--- config.mk ---
export PLATFORM = sky130hd
export DESIGN_NAME = echo_cfg
export DESIGN_NICKNAME = d
export VERILOG_FILES = /design/src/design/echo_cfg_pkg.sv /design/src/design/echo_cfg.sv /design/src/design/echo_timer.sv
export SDC_FILE = /design/constraint.sdc
export NUM_CORES = 1
export LEC_CHECK = 0
export BUFFER_PORTS_ARGS = -buffer_cell sky130_fd_sc_hd__buf_2
export CAP_MARGIN = 0
export CORE_ASPECT_RATIO = 0.6
export CORE_MARGIN = 1.5
export CORE_UTILIZATION = 35
export DETAILED_ROUTE_END_ITERATION = 16
export GPL_TIMING_DRIVEN = 1
export PLACE_DENSITY = 0.52
export SLEW_MARGIN = 10
export SYNTH_ARGS = -nofsm -noshare
export SYNTH_HDL_FRONTEND = slang
export SYNTH_SLANG_ARGS = --single-unit
--- constraint.sdc ---
create_clock -name mclk -period 15 [get_ports mclk]
set_clock_uncertainty 0.15 [all_clocks]
set_input_delay 3 -clock mclk [delete_from_list [all_inputs] [get_ports mclk]]
set_output_delay 3 -clock mclk [all_outputs]
set_load 0.05 [all_outputs]
--- src/design/echo_cfg_pkg.sv ---
package echo_cfg_pkg;

  // Clock figures
  localparam int unsigned CLK_HZ           = 10_000_000;
  localparam real         STEP_US          = 25.6;
  localparam real         GAIN_STEP_US     = 204.8;
  // Cycles per 25.6 us step, rounded down (shortest time), with no lower limit
  localparam int unsigned STEP_CYC         = int'($floor(STEP_US * 10.0));
  localparam int unsigned GAIN_STEP_CYC    = int'($floor(GAIN_STEP_US * 10.0));

  // Register byte offsets
  localparam logic [7:0] OFS_GAIN   = 8'h00;
  localparam logic [7:0] OFS_RING   = 8'h04;
  localparam logic [7:0] OFS_LOG    = 8'h08;
  localparam logic [7:0] OFS_TONE   = 8'h0c;
  localparam logic [7:0] OFS_MEAS   = 8'h10;
  localparam logic [7:0] OFS_RESULT = 8'h14;
  localparam logic [7:0] OFS_STAT   = 8'h18;
  localparam logic [7:0] OFS_USER0  = 8'h20;
  localparam int unsigned USER_WORDS = 4;
  localparam int unsigned USER_BITS  = 120;

  // Field positions
  localparam int unsigned POS_GAIN_BW    = 4;
  localparam int unsigned POS_TRANSMIT_CURRENT_TRIM    = 8;
  localparam int unsigned POS_TOL        = 16;
  localparam int unsigned POS_LOG_STEP   = 12;
  localparam int unsigned POS_AUTO       = 0;
  localparam int unsigned POS_SUPP       = 1;
  localparam int unsigned POS_OFFSET     = 8;
  localparam int unsigned POS_RX_PER     = 16;

  // Reset values
  localparam logic [3:0]  RST_GAIN_START = 4'h0;
  localparam logic [1:0]  RST_GAIN_BW    = 2'h0;
  localparam logic [11:0] RST_LOG_START  = 12'h000;
  localparam logic [1:0]  RST_LOG_STEP   = 2'h1;
  localparam logic [7:0]  RST_RING_DUR   = 8'h00;
  localparam logic [5:0]  RST_TRANSMIT_CURRENT_TRIM    = 6'h00;
  localparam logic [1:0]  RST_TOL        = 2'h0;
  localparam logic [5:0]  RST_OFFSET     = 6'h00;
  localparam logic [15:0] RST_PERIOD     = 16'h0000;

  // Tolerance in units of 1/10000 of the period
  localparam logic [15:0] TOL_C0 = 16'd234;
  localparam logic [15:0] TOL_C1 = 16'd540;
  localparam logic [15:0] TOL_C2 = 16'd820;
  localparam logic [15:0] TOL_C3 = 16'd1250;
  localparam logic [15:0] TOL_DEN = 16'd10000;

  // Settings as seen by the sequencer
  typedef struct packed {
    logic [3:0]  gain_ramp_start_delay;
    logic [1:0]  gain_ramp_filter_bandwidth;
    logic [7:0]  ringdown_watch_duration;
    logic [5:0]  transmit_current_trim;
    logic [1:0]  ringdown_period_tolerance;
    logic [11:0] magnitude_log_start;
    logic [1:0]  magnitude_log_step;
    logic        auto_tone_period_enable;
    logic        background_suppress_enable;
    logic [5:0]  flight_time_offset;
  } cfg_t;

  // Echo sample from the receive chain
  typedef struct packed {
    logic        valid;
    logic [15:0] mag;
  } echo_t;

endpackage

--- src/design/echo_cfg.sv ---
`timescale 1ns/1ps
`default_nettype none
module echo_cfg (
  input  wire logic                 mclk,
  input  wire logic                 nrst,
  input  wire logic                 cen,
  // APB slave
  input  wire logic                 psel,
  input  wire logic                 penable,
  input  wire logic                 pwrite,
  input  wire logic [7:0]           paddr,
  input  wire logic [31:0]          pwdata,
  output logic                      pready,
  output logic [31:0]               prdata,
  output logic                      pslverr,
  // Measurement sequencer
  input  wire logic                 meas_start,
  input  wire logic                 meas_end,
  input  wire logic                 indirect,
  input  wire logic [15:0]          measured_ringdown_period,
  input  wire logic                 ringdown_valid,
  input  wire logic [15:0]          noise_level,
  input  wire echo_cfg_pkg::echo_t  echo_in,
  input  wire logic                 tof_valid,
  input  wire logic [15:0]          tof_raw,
  output echo_cfg_pkg::cfg_t        cfg,
  output logic [15:0]               tx_period,
  output logic [15:0]               rx_period,
  output logic                      gain_ramp_on,
  output logic                      ringdown_watch,
  output logic                      log_strobe,
  output echo_cfg_pkg::echo_t       echo_out,
  output logic [15:0]               flight_time,
  output logic                      flight_time_valid
);
  logic [15:0]  programmed_tone_period;   // Auto mode period
  logic [15:0]  transmit_tone_period;     // Manual transmit period
  logic [15:0]  receive_tone_period;      // Manual receive period
  localparam int unsigned USER_BITS_W = 32;
  logic [USER_BITS_W-1:0] user_ff [echo_cfg_pkg::USER_WORDS]; // User store
  logic         first_ff;                 // Next shot uses programmed period
  logic         tol_ok_ff;                // Last ringdown period within tolerance
  logic [15:0]  meas_period_ff;           // Last ringdown period
  logic         running_ff;               // Measurement in progress
  logic [15:0]  steps;                    // 25.6 us steps since start
  logic [15:0]  log_next_ff;              // Next logging step
  logic         wr_en;                    // APB write strobe
  logic         rd_en;                    // APB read strobe

  assign wr_en = psel && penable && pwrite;
  assign rd_en = psel && penable && !pwrite;

  // Tolerance decode, in parts per ten thousand
  function automatic logic [15:0] tol_ppt(input logic [1:0] code);
    unique case (code)
      2'd0: tol_ppt = echo_cfg_pkg::TOL_C0;
      2'd1: tol_ppt = echo_cfg_pkg::TOL_C1;
      2'd2: tol_ppt = echo_cfg_pkg::TOL_C2;
      2'd3: tol_ppt = echo_cfg_pkg::TOL_C3;
    endcase
  endfunction

  // Step size of the logging grid, in 25.6 us units
  function automatic logic [15:0] log_incr(input logic [1:0] code);
    log_incr = 16'h0001 << code;
  endfunction

  // Step timer
  echo_timer #(.STEP(echo_cfg_pkg::STEP_CYC)) u_timer (
    .mclk  (mclk),
    .nrst  (nrst),
    .cen   (cen),
    .start (meas_start),
    .run   (running_ff),
    .steps (steps)
  );

  // Configuration fields written over APB
  always_ff @(posedge mclk or negedge nrst) begin
    if (!nrst) begin
      cfg.gain_ramp_start_delay      <= echo_cfg_pkg::RST_GAIN_START;
      cfg.gain_ramp_filter_bandwidth <= echo_cfg_pkg::RST_GAIN_BW;
      cfg.ringdown_watch_duration    <= echo_cfg_pkg::RST_RING_DUR;
      cfg.transmit_current_trim      <= echo_cfg_pkg::RST_TRANSMIT_CURRENT_TRIM;
      cfg.ringdown_period_tolerance  <= echo_cfg_pkg::RST_TOL;
      cfg.magnitude_log_start        <= echo_cfg_pkg::RST_LOG_START;
      cfg.magnitude_log_step         <= echo_cfg_pkg::RST_LOG_STEP;
      cfg.auto_tone_period_enable    <= 1'b0;
      cfg.background_suppress_enable <= 1'b0;
      cfg.flight_time_offset         <= echo_cfg_pkg::RST_OFFSET;
      programmed_tone_period         <= echo_cfg_pkg::RST_PERIOD;
      transmit_tone_period           <= echo_cfg_pkg::RST_PERIOD;
      receive_tone_period            <= echo_cfg_pkg::RST_PERIOD;
    end else if (cen && wr_en) begin
      unique case (paddr)
        echo_cfg_pkg::OFS_GAIN: begin
          cfg.gain_ramp_start_delay      <= pwdata[3:0];
          cfg.gain_ramp_filter_bandwidth <= pwdata[echo_cfg_pkg::POS_GAIN_BW +: 2];
        end
        echo_cfg_pkg::OFS_RING: begin
          cfg.ringdown_watch_duration   <= pwdata[7:0];
          cfg.transmit_current_trim     <= pwdata[echo_cfg_pkg::POS_TRANSMIT_CURRENT_TRIM +: 6];
          cfg.ringdown_period_tolerance <= pwdata[echo_cfg_pkg::POS_TOL +: 2];
        end
        echo_cfg_pkg::OFS_LOG: begin
          cfg.magnitude_log_start <= pwdata[11:0];
          cfg.magnitude_log_step  <= pwdata[echo_cfg_pkg::POS_LOG_STEP +: 2];
        end
        echo_cfg_pkg::OFS_TONE: begin
          transmit_tone_period <= pwdata[15:0];
          receive_tone_period  <= pwdata[echo_cfg_pkg::POS_RX_PER +: 16];
        end
        echo_cfg_pkg::OFS_MEAS: begin
          cfg.auto_tone_period_enable    <= pwdata[echo_cfg_pkg::POS_AUTO];
          cfg.background_suppress_enable <= pwdata[echo_cfg_pkg::POS_SUPP];
          cfg.flight_time_offset         <= pwdata[echo_cfg_pkg::POS_OFFSET +: 6];
          programmed_tone_period         <= pwdata[echo_cfg_pkg::POS_RX_PER +: 16];
        end
        default: begin
        end
      endcase
    end
  end

  // User store words; stored only, no internal consumer
  for (genvar i = 0; i < echo_cfg_pkg::USER_WORDS; i++) begin : g_user
    always_ff @(posedge mclk or negedge nrst) begin
      if (!nrst) begin
        user_ff[i] <= 32'h0000_0000;
      end else if (cen && wr_en && paddr == 8'(echo_cfg_pkg::OFS_USER0 + 4 * i)) begin
        if (i == echo_cfg_pkg::USER_WORDS - 1) begin
          user_ff[i] <= {8'h00, pwdata[23:0]};
        end else begin
          user_ff[i] <= pwdata;
        end
      end
    end
  end

  // APB answer: one access cycle, zero wait states
  always_ff @(posedge mclk or negedge nrst) begin
    if (!nrst) begin
      pready  <= 1'b0;
      prdata  <= 32'h0000_0000;
      pslverr <= 1'b0;
    end else if (cen) begin
      pready  <= psel && !penable;
      pslverr <= 1'b0;
      prdata  <= 32'h0000_0000;
      if (psel && !penable && !pwrite) begin
        unique case (paddr)
          echo_cfg_pkg::OFS_GAIN:
            prdata <= {26'h0, cfg.gain_ramp_filter_bandwidth, cfg.gain_ramp_start_delay};
          echo_cfg_pkg::OFS_RING:
            prdata <= {14'h0, cfg.ringdown_period_tolerance, 2'h0,
                       cfg.transmit_current_trim, cfg.ringdown_watch_duration};
          echo_cfg_pkg::OFS_LOG:
            prdata <= {18'h0, cfg.magnitude_log_step, cfg.magnitude_log_start};
          echo_cfg_pkg::OFS_TONE:
            prdata <= {receive_tone_period, transmit_tone_period};
          echo_cfg_pkg::OFS_MEAS:
            prdata <= {programmed_tone_period, 2'h0, cfg.flight_time_offset, 6'h0,
                       cfg.background_suppress_enable, cfg.auto_tone_period_enable};
          echo_cfg_pkg::OFS_RESULT:
            prdata <= {16'h0, flight_time};
          echo_cfg_pkg::OFS_STAT:
            prdata <= {meas_period_ff, 13'h0, tol_ok_ff, first_ff, running_ff};
          8'h20, 8'h24, 8'h28, 8'h2c:
            prdata <= user_ff[paddr[3:2]];
          default:
            pslverr <= 1'b1;
        endcase
      end else if (psel && !penable) begin
        pslverr <= !(paddr inside {echo_cfg_pkg::OFS_GAIN, echo_cfg_pkg::OFS_RING,
                     echo_cfg_pkg::OFS_LOG, echo_cfg_pkg::OFS_TONE, echo_cfg_pkg::OFS_MEAS,
                     8'h20, 8'h24, 8'h28, 8'h2c});
      end
    end
  end

  // Auto period selection bookkeeping
  always_ff @(posedge mclk or negedge nrst) begin
    if (!nrst) begin
      first_ff       <= 1'b1;
      tol_ok_ff      <= 1'b0;
      meas_period_ff <= 16'h0000;
    end else if (cen) begin
      if (cen && wr_en && paddr == echo_cfg_pkg::OFS_MEAS &&
          pwdata[echo_cfg_pkg::POS_RX_PER +: 16] != programmed_tone_period) begin
        first_ff <= 1'b1;
      end else if (meas_end) begin
        first_ff <= 1'b0;
      end
      if (ringdown_valid) begin
        meas_period_ff <= measured_ringdown_period;
        // |m - p| * 10000 < p * tol, as 32-bit products
        tol_ok_ff <= (32'(measured_ringdown_period > programmed_tone_period ?
                          measured_ringdown_period - programmed_tone_period :
                          programmed_tone_period - measured_ringdown_period)
                      * 32'(echo_cfg_pkg::TOL_DEN))
                     < (32'(programmed_tone_period)
                        * 32'(tol_ppt(cfg.ringdown_period_tolerance)));
      end
    end
  end

  // Period outputs
  always_ff @(posedge mclk or negedge nrst) begin
    if (!nrst) begin
      tx_period <= 16'h0000;
      rx_period <= 16'h0000;
    end else if (cen) begin
      if (cfg.auto_tone_period_enable) begin
        tx_period <= (first_ff || !tol_ok_ff) ? programmed_tone_period
                                              : meas_period_ff;
        rx_period <= (indirect || first_ff || !tol_ok_ff) ? programmed_tone_period
                                                          : meas_period_ff;
      end else begin
        tx_period <= transmit_tone_period;
        rx_period <= receive_tone_period;
      end
    end
  end

  // Measurement windows
  always_ff @(posedge mclk or negedge nrst) begin
    if (!nrst) begin
      running_ff     <= 1'b0;
      gain_ramp_on   <= 1'b0;
      ringdown_watch <= 1'b0;
      log_strobe     <= 1'b0;
      log_next_ff    <= 16'h0000;
    end else if (cen) begin
      log_strobe <= 1'b0;
      if (meas_start) begin
        running_ff     <= 1'b1;
        gain_ramp_on   <= 1'b0;
        ringdown_watch <= 1'b1;
        log_next_ff    <= {4'h0, cfg.magnitude_log_start};
      end else if (meas_end) begin
        running_ff     <= 1'b0;
        gain_ramp_on   <= 1'b0;
        ringdown_watch <= 1'b0;
      end else if (running_ff) begin
        gain_ramp_on   <= steps >= {9'h0, cfg.gain_ramp_start_delay, 3'h0};
        ringdown_watch <= steps < {8'h0, cfg.ringdown_watch_duration};
        if (steps == log_next_ff) begin
          log_strobe  <= 1'b1;
          log_next_ff <= log_next_ff + log_incr(cfg.magnitude_log_step);
        end
      end
    end
  end

  // Echo magnitude with optional noise suppression
  always_ff @(posedge mclk or negedge nrst) begin
    if (!nrst) begin
      echo_out <= '0;
    end else if (cen) begin
      echo_out.valid <= echo_in.valid;
      echo_out.mag   <= (cfg.background_suppress_enable && echo_in.mag < noise_level) ?
                        16'h0000 : echo_in.mag;
    end
  end

  // Flight time less calibration offset, clamped at zero
  always_ff @(posedge mclk or negedge nrst) begin
    if (!nrst) begin
      flight_time       <= 16'h0000;
      flight_time_valid <= 1'b0;
    end else if (cen) begin
      flight_time_valid <= tof_valid;
      if (tof_valid) begin
        flight_time <= (tof_raw > {10'h0, cfg.flight_time_offset}) ?
                       tof_raw - {10'h0, cfg.flight_time_offset} : 16'h0000;
      end
    end
  end

  // Assertions
  gain_delay_a: assert property (@(posedge mclk) disable iff (!nrst)
    cen && running_ff && !meas_start && !meas_end &&
    steps < {9'h0, cfg.gain_ramp_start_delay, 3'h0} |=> !gain_ramp_on)
    else $error("gain ramp started early");
  tof_clamp_a: assert property (@(posedge mclk) disable iff (!nrst)
    cen && tof_valid && tof_raw <= {10'h0, cfg.flight_time_offset} |=> flight_time == 16'h0000)
    else $error("flight time not clamped");
  tof_sub_a: assert property (@(posedge mclk) disable iff (!nrst)
    cen && tof_valid && tof_raw > {10'h0, cfg.flight_time_offset}
    |=> flight_time == $past(tof_raw) - {10'h0, $past(cfg.flight_time_offset)})
    else $error("flight time offset wrong");
  noise_supp_a: assert property (@(posedge mclk) disable iff (!nrst)
    cen && cfg.background_suppress_enable && echo_in.mag < noise_level |=> echo_out.mag == 16'h0)
    else $error("noise not suppressed");
  manual_tone_a: assert property (@(posedge mclk) disable iff (!nrst)
    cen && !cfg.auto_tone_period_enable |=> tx_period == $past(transmit_tone_period))
    else $error("manual tx period wrong");
  indirect_rx_a: assert property (@(posedge mclk) disable iff (!nrst)
    cen && cfg.auto_tone_period_enable && indirect |=> rx_period == $past(programmed_tone_period))
    else $error("indirect rx period wrong");
  first_tone_a: assert property (@(posedge mclk) disable iff (!nrst)
    cen && cfg.auto_tone_period_enable && first_ff |=> tx_period == $past(programmed_tone_period))
    else $error("first shot period wrong");
  watch_win_a: assert property (@(posedge mclk) disable iff (!nrst)
    cen && running_ff && !meas_start && !meas_end &&
    steps >= {8'h0, cfg.ringdown_watch_duration} |=> !ringdown_watch)
    else $error("ringdown window too long");
  step_reset_a: assert property (@(posedge mclk) $rose(nrst) |-> cfg.magnitude_log_step == 2'h1)
    else $error("log step reset wrong");
endmodule
`default_nettype wire

--- src/design/echo_timer.sv ---
`timescale 1ns/1ps
`default_nettype none
// Counts elapsed 25.6 us ticks since a measurement start
module echo_timer #(
  parameter int unsigned STEP = echo_cfg_pkg::STEP_CYC
) (
  input  wire logic        mclk,
  input  wire logic        nrst,
  input  wire logic        cen,
  input  wire logic        start,
  input  wire logic        run,
  output logic      [15:0] steps
);
  logic [15:0] pre_ff; // Cycle prescaler

  // Prescaler and step counter restart on start
  always_ff @(posedge mclk or negedge nrst) begin
    if (!nrst) begin
      pre_ff <= 16'h0000;
      steps  <= 16'h0000;
    end else if (cen) begin
      if (start) begin
        pre_ff <= 16'h0000;
        steps  <= 16'h0000;
      end else if (run) begin
        if (pre_ff == 16'(STEP - 1)) begin
          pre_ff <= 16'h0000;
          if (steps != 16'hffff) begin
            steps <= steps + 16'h0001;
          end
        end else begin
          pre_ff <= pre_ff + 16'h0001;
        end
      end
    end
  end
endmodule
`default_nettype wire

==> results.md <==
* # DRC at 0
* Synth Flop Type: dfrtp_1
* Row count at 82
* Final core occ at 0.399
* CTS tree: built
* CTS sink cnt at 382
* Die span in x at 378 um
* Skew-Pair Late Insertion Delay at 590 ps
* Gr ovfl total at 0
* Warnings from Yosys at 0
* First-pass GRT wire length at 144000 um
* Gate Count Post-Synth at 2940
* Vias per cell at 5.11
* Multi-input logic area at 17800 sq um
* Crit start category: input port
* Post-synthesis cell type count at 71
* Minimum clock period at 12040 ps
* Status: finished, final reports clean
* R2r setup slk at 4570 ps
* Max-slew violations at 0
* Die area at 86000 sq um
* Storage cell area at 9560 sq um
* 1st-iter DRT viols at 1863
* Routed wire per std cell at 22.3 um
* Area growth syn-to-layout at 13.0%
* Root buf cell: clkbuf_16
* Number of enable flip-flop cells after synthesis at 0
* Final hold violations at 0
* CORE AREA at 83400 sq um
* Vias at 22000
* Met3 Use GR at 0.0761
* RePlAce Congestion at 0.945
* Largest net degree at the start of global routing at 154
* Max incr delay on CP at 530 ps
* LEAKAGE at 17.3 nW
* Layout fillers at 8295
* Layout cell share with drive strength beyond 1 at 0.210
* Hold buffer count at CTS at 0
* Worst vdd rail ir drop at 219 uV
* Slew @ Worst Pin at 1090 ps
* GRT Resource Usage Total at 0.224
* Hold depth at 2
* Synth Cell Area at 29500 sq um
* Starting density of the core at 0.353
* CP Data Required Time at 15390 ps
* Routed wire length at 96100 um
* Number of placed instances, taps included at 4235
* Sequential-to-total area share from yosys stat at 0.324
* Pwr Total at 4.89 mW
* IO Count at 263
* Antenna violations before repair at 19
* Most frequent CP cell: ha_1
* Arrival time at the worst endpoint at 12430 ps
* Count of final setup violators at 0
* I/O Buffers at 262
* Number of setup buffers added after CTS at 0
* Most Used Layer, Global Route: met1
* Yosys reg bits at 382
* Setup crit end kind: flip-flop
* Clk slew on worst S/H paths at 70 ps
* Critical-path maximum fanout at 23
* Max clock buf depth at 3
* Fin Setup TNS at 0 ps
* Final period util at 0.803
* Pwr/cell area at 147 nW/um^2
* Synthesized Nets at 3488
* Slew HR at 0.268
* NumNets Final at 3691
* Worst Reg2Reg Path Length in Cells at 42
* Non-Filler Instances at 4311
* CTS resizes at 0
* Vias in the first global route at 21200
* Router iterations before antenna repair at 6
* Hold WC Path Type: flip-flop to flip-flop
* # Max-Cap Violations at 0
* ANT nets after route at 0
* CP Class: input port to flip-flop
* GRT met1 Usage at 0.357
* Async set or reset register ratio after synthesis at 1.00
* RSZ-0062 raised after global routing: no
* CTS buffer count at 40
* Fmax at 0.0830 GHz
* HPWL Detailed at 75500 um
* Met2 GRT Util at 0.281
* Average cell area after synthesis at 10.0 sq um
* Number of H-tree levels at 2
* Die Span Y at 228 um
* Worst Hold Slack at 347 ps
* Critical path's slowest cell: fa_1
-- cell usage after synthesis, drive strengths merged, types with 5 or more instances --
library cell	number	area (sq um)
nor2b	23	144
and3	17	111
mux4	24	541
o2111ai	6	52.6
a222oi	21	210
mux2i	59	594
nor2	206	792
mux2	255	2870
xnor2	79	692
nand2b	22	138
a211oi	12	90.1
a21boi	15	113
a21oi	147	736
ha	275	3440
nor4	13	81.3
o21ai	110	551
a22oi	13	97.6
or2	5	31.3
o21bai	10	75.1
or4	5	37.5
fa	157	3140
xor2	67	594
and2	37	231
or3	5	31.3
a21o	62	465
nand2	161	607
buf	43	205
dfrtp	380	9510
nor3	27	135
inv	437	1640
nand4	15	93.8
o21a	15	113
clkbuf	87	328
a221oi	11	103
nand3	34	170
o22ai	35	219
a31oi	5	31.3
-- per-layer routing --
layer,wire length [um],part of all wire,vias up
li1,-,-,10400
met1,49400,0.51,10900
met2,35500,0.37,643
met3,9090,0.095,122
met4,1930,0.020,22
met5,215,0.0022,-
-- power breakdown --
group	switching (mW)	total, mW	internal (mW)
clock	0.473	1.07	0.596
combinational	1.55	2.71	1.16
sequential	0.0508	1.11	1.06
total	2.07	4.89	2.82
-- critical path: cells and delay by family --
kind,cells,cell delay (ps)
AND/OR/NAND/NOR,5,1150
AO/OA/AOI/OAI,19,4050
multiplexers,1,360
adder cells (fa/ha/maj),8,2910
buffers and inverters,6,320
XOR/XNOR,3,640
-- path summary, 6_finish.rpt --
path	startpoint	endpoint
min	ringdown_watch$_DFFE_PN0P_	ringdown_watch$_DFFE_PN0P_
max reg2reg	programmed_tone_period[2]$_DFFE_PN0P_	tol_ok_ff$_DFFE_PN0P_
min in group asynchronous	nrst	flight_time_valid$_DFFE_PN0P_
min reg2reg	ringdown_watch$_DFFE_PN0P_	ringdown_watch$_DFFE_PN0P_
max in group asynchronous	nrst	cfg[7]$_DFFE_PN0P_
max	measured_ringdown_period[4]	tol_ok_ff$_DFFE_PN0P_
-- cells by family (layout without fill, tap and decap cells) --
group	Yosys count	count (layout)	share of synthesized area
muxes	338	338	0.136
and+or+nand+nor	580	580	0.0912
AOI/OAI and AO/OA	495	495	0.108
xor gates and xnor gates	146	146	0.0436
other	0	3	0
DFF	382	382	0.324
adders and majority gates	432	432	0.223
buffers and inverters	567	801	0.0738
-- metrics by stage --
stage | instance area (sq um) | setup WS, ps
floorplan | 29500 | 4000
global placement | 31900 | 2730
detailed placement | 31900 | 2530
CTS | 33300 | 3130
global route | 33300 | 2280
finish | 33300 | 2960
-- sequential cells by signal, indices dropped and copies added, names as in the netlist, 17 cells and up --
name,count
echo_out,17
user_ff,120
prdata,32
cfg,44
-- cell type report --
class	count	share of cell area
Antenna cell	3	0.000225
Tap cell	1134	0.0426
Multi-Input combinational cell	1991	0.533
Timing Repair Buffer	291	0.0470
Inverter	437	0.0492
Sequential cell	382	0.287
Clock buffer	52	0.0344
Clock inverter	21	0.00661
-- cells in the final DEF, fill, tap and decap left out, drive strengths merged, types with 17 or more instances in the layout --
| master | instances |
|---|---|
| a21o | 62 |
| a21oi | 147 |
| a222oi | 21 |
| and2 | 37 |
| and3 | 17 |
| buf | 291 |
| clkbuf | 52 |
| dfrtp | 380 |
| fa | 157 |
| ha | 275 |
| inv | 440 |
| mux2 | 255 |
| mux2i | 59 |
| mux4 | 24 |
| nand2 | 161 |
| nand2b | 22 |
| nand3 | 34 |
| nor2 | 206 |
| nor2b | 23 |
| nor3 | 27 |
| o21ai | 110 |
| o22ai | 35 |
| xnor2 | 79 |
| xor2 | 67 |
Note: power is estimated with default switching activity, not from simulation.
